### config.mk
export PLATFORM = sky130hd
export DESIGN_NAME = rx_signal_chain_control
export DESIGN_NICKNAME = d
export VERILOG_FILES = /design/src/common/rx_chain_pkg.sv /design/src/hdl/rssi_window_sum.sv /design/src/hdl/rssi_divider.sv /design/src/hdl/rx_signal_chain_control.sv
export VERILOG_INCLUDE_DIRS = /design/src /design/src/common
export SDC_FILE = /design/constraint.sdc
export NUM_CORES = 1
export LEC_CHECK = 0
export ABC_AREA = 1
export BUFFER_PORTS_ARGS = -buffer_cell sky130_fd_sc_hd__buf_2
export CORE_ASPECT_RATIO = 1.25
export CORE_UTILIZATION = 60
export DETAILED_ROUTE_END_ITERATION = 16
export GPL_TIMING_DRIVEN = 1
export PLACE_DENSITY_LB_ADDON = 0.1
export SLEW_MARGIN = 20
export SYNTH_ARGS = -nofsm -noshare
export SYNTH_HDL_FRONTEND = slang
export SYNTH_SLANG_ARGS = --single-unit
### constraint.sdc
create_clock -name core_clk -period 20.7 [get_ports core_clk]
set_input_delay 3.105 -clock core_clk [delete_from_list [all_inputs] [get_ports core_clk]]
set_output_delay 3.105 -clock core_clk [all_outputs]
set_load 0.005 [all_outputs]
### src/common/rx_chain_params.svh
// Purpose : constants of the receive signal chain control block
// Assumes : included by the package and by every design file that needs a number
// Notes   : definitions only, guarded against double inclusion
`ifndef RX_CHAIN_PARAMS_SVH
`define RX_CHAIN_PARAMS_SVH

// ----------------------------------------------------------------
// register map, byte offsets on the register port
// ----------------------------------------------------------------
`define ADDR_W          10
`define REG_MODE        10'h13E
`define REG_READBACK    10'h30C
`define REG_DIGFILT     10'h389
`define REG_ANAFILT     10'h39B
`define REG_AVGCFG      10'h3B9

// ----------------------------------------------------------------
// field positions
// ----------------------------------------------------------------
`define ANA_BW_MSB      3
`define ANA_BW_LSB      0
`define DIG1_MSB        1
`define DIG1_LSB        0
`define DIG2_MSB        4
`define DIG2_LSB        2
`define AVG_TIME_MSB    1
`define AVG_TIME_LSB    0
`define OFFS_MSB        4
`define OFFS_LSB        2
`define AVG1_MSB        7
`define AVG1_LSB        5

// ----------------------------------------------------------------
// reset values and encodings
// ----------------------------------------------------------------
`define MODE_RST        8'h00
`define DIGFILT_RST     8'h00
`define ANAFILT_RST     8'h00
`define AVGCFG_RST      8'h00
`define MODE_PKT_154    8'h00
`define MODE_FSK        8'h03
`define RSSI_MAX        9'sh07F
`define RSSI_MIN        -9'sh080

// ----------------------------------------------------------------
// timing: times in ns, cycle counts derived in the logic
// ----------------------------------------------------------------
`define CLK_PERIOD_NS   32'd100
`define AVG_UNIT_NS     32'd77
`define ALPHA_BASE      5'd2
`define IEEE_AVG_NS     32'd128000
`define SYMBOL_NS       32'd16000
`define FRAME_SYMBOLS   32'd8

`endif

### src/common/rx_chain_pkg.sv
// Purpose : types shared by the receive signal chain control files
// Assumes : constants come from rx_chain_params.svh
// Notes   : every design module keeps its whole state in one packed struct
`include "rx_chain_params.svh"

package rx_chain_pkg;

  // ----------------------------------------------------------------
  // receive sequencing phases
  // ----------------------------------------------------------------
  typedef enum logic [1:0] {
    ST_IDLE = 2'b00,  // receiver off, correction held
    ST_CAL  = 2'b01,  // offset correction phase
    ST_RX   = 2'b10   // active receive, gain control on
  } rx_phase_t;

  // main block state
  typedef struct packed {
    rx_phase_t  phase;
    logic [7:0] mode_reg;
    logic [7:0] dig_reg;
    logic [7:0] ana_reg;
    logic [7:0] avg_reg;
    logic [3:0] ana_applied;
    logic [7:0] rdata;
    logic [7:0] readback;
    logic       gain_hold;
    logic       win_start;
    logic       frame_start;
    logic [7:0] frame_val;
    logic       frame_done;
    logic       fcs_pend;
    logic [7:0] fcs_addr;
    logic       buf_wr;
    logic [7:0] buf_addr;
    logic [7:0] buf_data;
  } top_state_t;

  // window accumulator state
  typedef struct packed {
    logic        active;
    logic [23:0] cnt;
    logic [31:0] acc;
    logic        done;
    logic [31:0] sum;
    logic [23:0] count;
  } avg_state_t;

  // sequential divider state
  typedef struct packed {
    logic        busy;
    logic [5:0]  step;
    logic        neg;
    logic [31:0] num;
    logic [23:0] den;
    logic [24:0] rem;
    logic        done;
    logic [7:0]  quo;
  } div_state_t;

endpackage

### src/hdl/rssi_window_sum.sv
// Purpose : sums one signed sample per cycle over a window of cycles
// Assumes : win_cyc is at least one; samples on core_clk
// Notes   : with repeat_en high the next window starts right after done
module rssi_window_sum
  import rx_chain_pkg::*;
(
  input  wire logic        core_clk,
  input  wire logic        arst_n,
  input  wire logic        start,       // begin a fresh window
  input  wire logic        run,         // level, drop ends the window
  input  wire logic        repeat_en,   // back to back windows
  input  wire logic [23:0] win_cyc,     // window length in cycles
  input  wire logic [7:0]  sample,      // signed dBm sample
  output logic             done,        // one-cycle pulse
  output logic [31:0]      sum,         // signed window sum
  output logic [23:0]      count        // samples in sum
);
  avg_state_t s_q, s_d;

  // ----------------------------------------------------------------
  // next state
  // ----------------------------------------------------------------
  always_comb begin
    logic [31:0] acc_n;
    acc_n  = s_q.acc + {{24{sample[7]}}, sample};
    s_d    = s_q;
    s_d.done = 1'b0;
    if (start && run) begin
      // a restart discards any partial window
      s_d.active = 1'b1;
      s_d.cnt    = 24'h000000;
      s_d.acc    = 32'h00000000;
    end else if (!run) begin
      s_d.active = 1'b0;
    end else if (s_q.active) begin
      if (s_q.cnt + 24'h000001 >= win_cyc) begin
        s_d.done   = 1'b1;
        s_d.sum    = acc_n;
        s_d.count  = s_q.cnt + 24'h000001;
        s_d.cnt    = 24'h000000;
        s_d.acc    = 32'h00000000;
        s_d.active = repeat_en;
      end else begin
        s_d.cnt = s_q.cnt + 24'h000001;
        s_d.acc = acc_n;
      end
    end
  end

  // ----------------------------------------------------------------
  // state register
  // ----------------------------------------------------------------
  always_ff @(posedge core_clk or negedge arst_n) begin
    if (!arst_n) begin
      s_q <= '0;
    end else begin
      s_q <= s_d;
    end
  end

  assign done  = s_q.done;
  assign sum   = s_q.sum;
  assign count = s_q.count;
endmodule

### src/hdl/rssi_divider.sv
// Purpose : signed sum divided by a sample count, one bit per cycle
// Assumes : quotient fits eight signed bits (a mean of 8-bit samples)
// Notes   : 32 cycles per result; a start while busy is ignored
module rssi_divider
  import rx_chain_pkg::*;
(
  input  wire logic        core_clk,
  input  wire logic        arst_n,
  input  wire logic        start,      // one-cycle request
  input  wire logic [31:0] dividend,   // signed
  input  wire logic [23:0] divisor,    // unsigned, nonzero
  output logic             busy,       // level
  output logic             done,       // one-cycle pulse
  output logic [7:0]       quotient    // signed, truncated toward zero
);
  div_state_t s_q, s_d;

  // ----------------------------------------------------------------
  // restoring division on magnitudes
  // ----------------------------------------------------------------
  always_comb begin
    logic [24:0] rem_sh;
    rem_sh = {s_q.rem[23:0], s_q.num[31]};
    s_d    = s_q;
    s_d.done = 1'b0;
    if (!s_q.busy) begin
      if (start) begin
        s_d.busy = 1'b1;
        s_d.step = 6'h00;
        s_d.neg  = dividend[31];
        s_d.num  = dividend[31] ? (32'h00000000 - dividend) : dividend;
        s_d.den  = divisor;
        s_d.rem  = 25'h0000000;
      end
    end else begin
      s_d.num = {s_q.num[30:0], 1'b0};
      if (rem_sh >= {1'b0, s_q.den}) begin
        s_d.rem    = rem_sh - {1'b0, s_q.den};
        s_d.num[0] = 1'b1;
      end else begin
        s_d.rem = rem_sh;
      end
      s_d.step = s_q.step + 6'h01;
      if (s_q.step == 6'h1F) begin
        // last bit: restore sign and publish
        s_d.busy = 1'b0;
        s_d.done = 1'b1;
        s_d.quo  = s_q.neg ? (8'h00 - s_d.num[7:0]) : s_d.num[7:0];
      end
    end
  end

  // ----------------------------------------------------------------
  // state register
  // ----------------------------------------------------------------
  always_ff @(posedge core_clk or negedge arst_n) begin
    if (!arst_n) begin
      s_q <= '0;
    end else begin
      s_q <= s_d;
    end
  end

  assign busy     = s_q.busy;
  assign done     = s_q.done;
  assign quotient = s_q.quo;
endmodule

### src/hdl/rx_signal_chain_control.sv
// Purpose : receive chain control: filter bandwidths, offset correction and
//           gain sequencing, signal strength averaging and per-frame storing
// Assumes : one 10 MHz core_clk; all inputs come from logic on that clock
// Notes   : registers sit at their byte offsets on a simple register port

`include "rx_chain_params.svh"

module rx_signal_chain_control
  import rx_chain_pkg::*;
(
  input  wire logic                  core_clk,
  input  wire logic                  arst_n,
  // register port
  input  wire logic [`ADDR_W-1:0]    reg_addr,
  input  wire logic                  reg_wr_en,
  input  wire logic [7:0]            reg_wdata,
  input  wire logic                  reg_rd_en,
  output logic      [7:0]            reg_rdata,
  // radio controller events
  input  wire logic                  receive_command,
  input  wire logic                  idle_to_phy_ready,
  input  wire logic                  rx_active_start,
  input  wire logic                  rx_exit,
  input  wire logic                  preamble_detected,
  input  wire logic                  sfd_detected,
  input  wire logic                  frame_fcs_valid,
  input  wire logic [7:0]            frame_fcs_addr,
  // gain filter settings held elsewhere
  input  wire logic [2:0]            gain_filter_average_two,
  input  wire logic                  gain_lock_after_preamble,
  // raw strength sample from the gain loop
  input  wire logic [7:0]            rssi_sample,
  // front end controls
  output logic      [3:0]            analog_baseband_bandwidth,
  output logic      [1:0]            digital_filter_first_bandwidth,
  output logic      [2:0]            digital_filter_second_bandwidth,
  output logic                       offset_correction_loop_run,
  output logic                       gain_control_enable,
  output logic                       gain_control_hold,
  // receive buffer write port
  output logic                       rx_buf_wr_en,
  output logic      [7:0]            rx_buf_addr,
  output logic      [7:0]            rx_buf_wdata
);
  import rx_chain_pkg::*;

  top_state_t  s_q, s_d;           // whole block state
  logic        is_fsk;             // mode field selects FSK receive
  logic [4:0]  alpha;              // averaging exponent
  logic [31:0] win_ns;             // continuous window length, ns
  logic [31:0] frame_ns;           // frame window length, ns
  logic [23:0] win_cyc;            // continuous window, cycles
  logic [23:0] frame_cyc;          // frame window, cycles
  logic        cont_done;          // continuous window finished
  logic [31:0] cont_sum;
  logic [23:0] cont_count;
  logic        frame_win_done;     // frame window finished
  logic [31:0] frame_sum;
  logic [23:0] frame_count;
  logic        cont_div_busy;
  logic        cont_div_done;
  logic [7:0]  cont_mean;
  logic        frame_div_busy;
  logic        frame_div_done;
  logic [7:0]  frame_mean;
  logic        in_rx;              // active receive phase

  // ----------------------------------------------------------------
  // offset adjust with saturation to the signed byte range
  // ----------------------------------------------------------------
  function automatic logic [7:0] add_offset(input logic [7:0] raw,
                                            input logic [2:0] offs);
    logic signed [8:0] s;
    s = $signed({raw[7], raw}) + $signed({{6{offs[2]}}, offs});
    if (s > `RSSI_MAX) begin
      add_offset = 8'h7F;
    end else if (s < `RSSI_MIN) begin
      add_offset = 8'h80;
    end else begin
      add_offset = s[7:0];
    end
  endfunction

  // ----------------------------------------------------------------
  // averaging window lengths
  // ----------------------------------------------------------------
  // least times round up to whole cycles
  always_comb begin
    logic [31:0] cyc_w;
    logic [31:0] cyc_f;
    cyc_w  = 32'h00000000;
    cyc_f  = 32'h00000000;
    is_fsk = (s_q.mode_reg == `MODE_FSK);
    alpha  = `ALPHA_BASE
           + {2'b00, s_q.avg_reg[`AVG1_MSB:`AVG1_LSB]}
           + {2'b00, gain_filter_average_two}
           + {3'b000, s_q.avg_reg[`AVG_TIME_MSB:`AVG_TIME_LSB]};
    // fixed period in 802.15.4 modes
    win_ns   = is_fsk ? (`AVG_UNIT_NS << alpha) : `IEEE_AVG_NS;
    frame_ns = `SYMBOL_NS * `FRAME_SYMBOLS;
    cyc_w    = (win_ns + `CLK_PERIOD_NS - 32'd1) / `CLK_PERIOD_NS;
    cyc_f    = (frame_ns + `CLK_PERIOD_NS - 32'd1) / `CLK_PERIOD_NS;
    win_cyc   = cyc_w[23:0];
    frame_cyc = cyc_f[23:0];
  end

  assign in_rx = (s_q.phase == ST_RX);

  // ----------------------------------------------------------------
  // window sums and their dividers
  // ----------------------------------------------------------------
  // continuous window, back to back while receiving
  rssi_window_sum u_cont_sum (
    .core_clk  (core_clk),
    .arst_n    (arst_n),
    .start     (s_q.win_start),
    .run       (in_rx),
    .repeat_en (1'b1),
    .win_cyc   (win_cyc),
    .sample    (rssi_sample),
    .done      (cont_done),
    .sum       (cont_sum),
    .count     (cont_count)
  );

  // one window per detected frame
  rssi_window_sum u_frame_sum (
    .core_clk  (core_clk),
    .arst_n    (arst_n),
    .start     (s_q.frame_start),
    .run       (in_rx),
    .repeat_en (1'b0),
    .win_cyc   (frame_cyc),
    .sample    (rssi_sample),
    .done      (frame_win_done),
    .sum       (frame_sum),
    .count     (frame_count)
  );

  // short windows can outpace the divider; such results are skipped
  rssi_divider u_cont_div (
    .core_clk (core_clk),
    .arst_n   (arst_n),
    .start    (cont_done),
    .dividend (cont_sum),
    .divisor  (cont_count),
    .busy     (cont_div_busy),
    .done     (cont_div_done),
    .quotient (cont_mean)
  );

  rssi_divider u_frame_div (
    .core_clk (core_clk),
    .arst_n   (arst_n),
    .start    (frame_win_done),
    .dividend (frame_sum),
    .divisor  (frame_count),
    .busy     (frame_div_busy),
    .done     (frame_div_done),
    .quotient (frame_mean)
  );

  // ----------------------------------------------------------------
  // next state of the block
  // ----------------------------------------------------------------
  always_comb begin
    s_d = s_q;
    s_d.win_start   = 1'b0;
    s_d.frame_start = 1'b0;
    s_d.buf_wr      = 1'b0;

    // register writes, readback is read only
    if (reg_wr_en) begin
      case (reg_addr)
        `REG_MODE:    s_d.mode_reg = reg_wdata;
        `REG_DIGFILT: s_d.dig_reg  = reg_wdata;
        `REG_ANAFILT: s_d.ana_reg  = reg_wdata;
        `REG_AVGCFG:  s_d.avg_reg  = reg_wdata;
        default:      s_d.mode_reg = s_q.mode_reg;
      endcase
    end

    // register reads, answer held until the next read
    if (reg_rd_en) begin
      case (reg_addr)
        `REG_MODE:     s_d.rdata = s_q.mode_reg;
        `REG_READBACK: s_d.rdata = s_q.readback;
        `REG_DIGFILT:  s_d.rdata = s_q.dig_reg;
        `REG_ANAFILT:  s_d.rdata = s_q.ana_reg;
        `REG_AVGCFG:   s_d.rdata = s_q.avg_reg;
        default:       s_d.rdata = 8'h00;
      endcase
    end

    // the analog filter only takes a new setting on idle to ready
    if (idle_to_phy_ready) begin
      s_d.ana_applied = s_q.ana_reg[`ANA_BW_MSB:`ANA_BW_LSB];
    end

    // receive sequencing
    case (s_q.phase)
      ST_IDLE: begin
        s_d.phase = ST_IDLE;
      end
      ST_CAL: begin
        // gain control follows the correction phase only on rx_active_start
        if (rx_active_start) begin
          s_d.phase     = ST_RX;
          s_d.win_start = 1'b1;
        end
      end
      ST_RX: begin
        if (preamble_detected && is_fsk && gain_lock_after_preamble) begin
          s_d.gain_hold = 1'b1;
        end
        if (sfd_detected && (s_q.mode_reg == `MODE_PKT_154)) begin
          s_d.frame_start = 1'b1;
          s_d.frame_done  = 1'b0;
          s_d.fcs_pend    = 1'b0;
        end
      end
      default: begin
        s_d.phase = ST_IDLE;
      end
    endcase
    if (rx_exit) begin
      s_d.phase = ST_IDLE;
    end
    // a receive command always restarts calibration, even mid receive
    if (receive_command) begin
      s_d.phase     = ST_CAL;
      s_d.gain_hold = 1'b0;
    end

    // continuous readback while receiving
    if (cont_div_done && in_rx) begin
      s_d.readback = add_offset(cont_mean,
                                s_q.avg_reg[`OFFS_MSB:`OFFS_LSB]);
    end

    // per-frame result meets the frame's first check byte position
    if (frame_div_done) begin
      s_d.frame_val  = add_offset(frame_mean,
                                  s_q.avg_reg[`OFFS_MSB:`OFFS_LSB]);
      s_d.frame_done = 1'b1;
    end
    if (frame_fcs_valid) begin
      s_d.fcs_addr = frame_fcs_addr;
      s_d.fcs_pend = 1'b1;
    end
    if (s_d.frame_done && s_d.fcs_pend) begin
      s_d.buf_wr     = 1'b1;
      s_d.buf_addr   = s_d.fcs_addr;
      s_d.buf_data   = s_d.frame_val;
      s_d.frame_done = 1'b0;
      s_d.fcs_pend   = 1'b0;
    end
  end

  // ----------------------------------------------------------------
  // state register
  // ----------------------------------------------------------------
  always_ff @(posedge core_clk or negedge arst_n) begin
    if (!arst_n) begin
      s_q          <= '0;
      s_q.phase    <= ST_IDLE;
      s_q.mode_reg <= `MODE_RST;
      s_q.dig_reg  <= `DIGFILT_RST;
      s_q.ana_reg  <= `ANAFILT_RST;
      s_q.avg_reg  <= `AVGCFG_RST;
    end else begin
      s_q <= s_d;
    end
  end

  // ----------------------------------------------------------------
  // outputs
  // ----------------------------------------------------------------
  assign reg_rdata                       = s_q.rdata;
  assign analog_baseband_bandwidth       = s_q.ana_applied;
  assign digital_filter_first_bandwidth  = s_q.dig_reg[`DIG1_MSB:`DIG1_LSB];
  assign digital_filter_second_bandwidth = s_q.dig_reg[`DIG2_MSB:`DIG2_LSB];
  // correction runs in calibration always, in receive only for 802.15.4
  assign offset_correction_loop_run =
    (s_q.phase == ST_CAL) || (in_rx && !is_fsk);
  assign gain_control_enable = in_rx;
  assign gain_control_hold   = s_q.gain_hold;
  assign rx_buf_wr_en        = s_q.buf_wr;
  assign rx_buf_addr         = s_q.buf_addr;
  assign rx_buf_wdata        = s_q.buf_data;
endmodule

==> out/qor.yml <==
run_status: "finished clean"
grt_overflow_total: 0
flow.area_growth_from_synthesis_pct: 8.45
dp_hpwl_um: 59200
top_level_port_count: 86
overall_global_routing_usage_pct: 27.5
post_route_setup_tns_ps: 0
post_synth_xor_area_fraction_pct: 6.04
worst-r2r-cell-count: 142
final_common_cell: "nand2_1"
register_to_register_setup_slack_ps: 4000
final.period_utilization_pct: 91.3
worstPathArrival_ps: 19380
rr_endpoint: "u_cont_sum.count[23]"
cp_num_buf_inv: 12
yosys.area_share.adder_pct: 6.53
clk_root_buffer_cell: "clkbuf_16"
core.rowCount: 98
drt-vias-per-instance: 5.51
antenna_left: 0
final_cell_mix: "nand2_1 (1045), inv_1 (599), dfrtp_1 (512), o21ai_0 (471), nor2_1 (261)"
clock_slew_at_the_register_clock_pins_of_the_worst_setup_and_hold_paths_ps: 70
fp.coreArea_sq_um: 57600
grt_first_pass_wirelength_um: 137000
antenna_cells_inserted: 0
routed_wl_um: 81400
grt_start_max_net_pins: 168
cellPowerDensity_nw_per_um2: 62.9
cp-start-kind: "primary input"
multiplexer_area_fraction_after_synthesis_pct: 0.156
post_synthesis_simple_gate_area_fraction_pct: 25.0
initial_util_pct: 61.1
place_congestion: 0.931
worstPathRequired_ps: 21170
hold_sp: "u_cont_sum.count[18]"
combinational_family_with_the_most_area_after_synthesis: "simple AND/OR/NAND/NOR gates"
path_common_cell: "nand2_1"
finClkSkew_ps: 57.0
leakage_nw: 19.6
critPathMaxFanout: 17
wl_per_cell_um: 14.8
clock_sinks: 514
detailed_place.area_sq_um: 36100
synth_seq_cells: 514
detailroute.via_count: 30300
layout.filler_cells: 5192
synth_edf_count: 0
reg2reg_from: "s_q[58]"
max_cap_violations: 0
synth_seq_area_share_pct: 36.5
path_class: "in -> reg"
yosys_warnings: 0
critical-path-slowest-cell: "fa_1"
design_area_sq_um: 38200
portBuffers: 85
synth-compound-area-share_pct: 16.3
clkLatencyLatePin_ps: 640
yosys.cell_types.count: 75
max_clock_freq_mhz: 52.9
drtPass1Iterations: 6
min_to: "u_cont_div.s_q[52]"
design.final.nets: 4926
tritoncts.num_buffers: 51
post_synth.cell_area_avg_sq_um: 7.53
cts_htree_levels: 2
first_global_vias: 29200
cts_tree: "built"
cts_buffer_depth: 3
timing.final.setup_violations: 0
post_route_cells_drive_above_1_share_pct: 11.2
max-slew-margin-rel_pct: 32.5
syn-cell-area_sq_um: 35200
cpLargestDelayFamily: "simple AND/OR/NAND/NOR gates"
dieWidth_um: 219
vdd.ir_drop.worst_mv: 0.0678
min_path_cells: 2
grt_antenna_before_repair: 0
min_path_type: "reg -> reg"
hold_viol: 0
critPathMaxStageDelay_ps: 510
postSynth.topFlopCell: "dfrtp_1"
period_needed_ps: 18900
cp-end-kind: "register"
slew_viol_final: 0
die-area_sq_um: 59700
drc_errors: 0
syn_nets: 4903
asyncSetResetFlopFracSynth_pct: 100
die_y_um: 273
measured_slew_at_the_worst_slew_check_pin_ps: 1010
synthesized_instance_count: 4675
drtIter0Drc: 1837
-- stage by stage --
step	worst slack, ps	total power [mW]	hold WS [ps]	cells	utilization (%)
3_5_place_dp	441	1.44	451	5384	62.6
3_3_place_gp	960	1.43	448	5384	62.6
2_1_floorplan	3110	1.34	437	4675	-
5_1_grt	-38.3	2.52	469	5491	66.3
4_1_cts	1030	2.42	430	5480	65.7
6_report	1800	2.40	437	5491	66.3
-- where the power goes --
| part | switching [mW] | internal [mW] | total (mW) |
|---|---|---|---|
| Combinational | 0.226 | 0.130 | 0.356 |
| Sequential | 0.0243 | 1.04 | 1.06 |
| Clock | 0.424 | 0.557 | 0.982 |
| Total | 0.675 | 1.73 | 2.40 |
-- repair_timing --
action | 4_1_cts | 5_1_grt
endpoints found under the setup margin | 0 | 113
hold buffers | 0 | 0
buffers inserted | 0 | 9
gates resized for setup | 0 | 46
-- state kept, by name, indices dropped and copies added, names as in the netlist, 8 cells and up --
register / flops
u_cont_div.s_q: 87
u_frame_div.s_q: 87
s_q: 57
u_cont_sum.s_q: 57
u_frame_sum.s_q: 57
u_cont_sum.sum: 32
u_frame_sum.sum: 32
u_cont_sum.count: 24
u_frame_sum.count: 24
reg_rdata: 8
rx_buf_addr: 8
rx_buf_wdata: 8
u_cont_div.quotient: 8
u_frame_div.quotient: 8
-- cells by family (layout without fill, tap and decap cells) --
logic type	count (synthesis)	after routing
flip-flops	514	514
adder cells (fa/ha/maj)	179	179
buffers and inverters	827	892
AND/OR/NAND/NOR	1918	1919
multiplexers	5	5
XOR/XNOR	242	242
AO/OA/AOI/OAI	990	990
-- cell type report --
cell class / instances / area [sq um] / area share, %
Timing Repair Buffer: 123 / 783 / 2.05
Tap cell: 750 / 938 / 2.46
Sequential cell: 514 / 12900 / 33.7
Inverter: 673 / 2570 / 6.74
Clock inverter: 31 / 424 / 1.11
Clock buffer: 65 / 1380 / 3.61
Multi-Input combinational cell: 3335 / 19200 / 50.3
-- routing by layer --
metal	global-route usage (%)	up-vias	part of all wire [%]
met4	8.24	0	2.6
met3	2.82	135	3.3
met2	49.8	501	51
met5	0	-	0
li1	-	15400	-
met1	34.4	14200	44
-- Yosys cell counts (8+ instances only) --
library cell | number | area share (%)
a211oi_1 | 15 | 0.32
a21o_1 | 11 | 0.23
a21oi_1 | 207 | 2.9
a21oi_2 | 10 | 0.25
a22oi_1 | 68 | 1.4
a31oi_1 | 21 | 0.37
a32o_1 | 18 | 0.51
buf_4 | 35 | 0.75
clkbuf_1 | 107 | 1.1
clkinv_1 | 17 | 0.18
dfrtp_1 | 514 | 37
fa_1 | 8 | 0.45
ha_1 | 171 | 6.1
inv_1 | 600 | 6.4
inv_2 | 49 | 0.52
nand2_1 | 1051 | 11
nand2_2 | 97 | 1.7
nand2_4 | 28 | 0.90
nand3_1 | 218 | 3.1
nand3_2 | 18 | 0.51
nand3_4 | 9 | 0.45
nand3b_1 | 10 | 0.21
nand4_1 | 67 | 1.2
nand4_2 | 9 | 0.32
nor2_1 | 271 | 2.9
nor2_2 | 12 | 0.21
nor2_4 | 11 | 0.35
nor3_1 | 72 | 1.0
nor4_1 | 18 | 0.32
o211ai_1 | 11 | 0.23
o21a_1 | 8 | 0.17
o21ai_0 | 472 | 6.7
o21ai_1 | 25 | 0.36
o21bai_1 | 25 | 0.53
o22ai_1 | 44 | 0.78
o31ai_1 | 11 | 0.23
or2_2 | 14 | 0.25
xnor2_1 | 62 | 1.5
xor2_1 | 179 | 4.5
-- worst min-delay path, delay by kind of cell, from the launching register on --
kind	cells	cell delay, ps
compound gates	1	60
simple gates	1	50
flops	1	340
-- how the worst max path moves through the flow --
stage	to	slack, ps	depth (start not counted)	from
after CTS	u_cont_sum.count[15]	1030	140	gain_filter_average_two[0]
final	u_cont_sum.count[23]	1800	143	gain_filter_average_two[0]
after global routing	u_cont_sum.count[23]	-40	147	gain_filter_average_two[0]
after detailed placement	u_cont_sum.sum[30]	440	142	gain_filter_average_two[0]
after floorplan	u_cont_sum.count[0]	3110	149	gain_filter_average_two[0]
after global placement	u_cont_sum.sum[20]	960	137	gain_filter_average_two[0]
(Power assumes the default switching activity.)
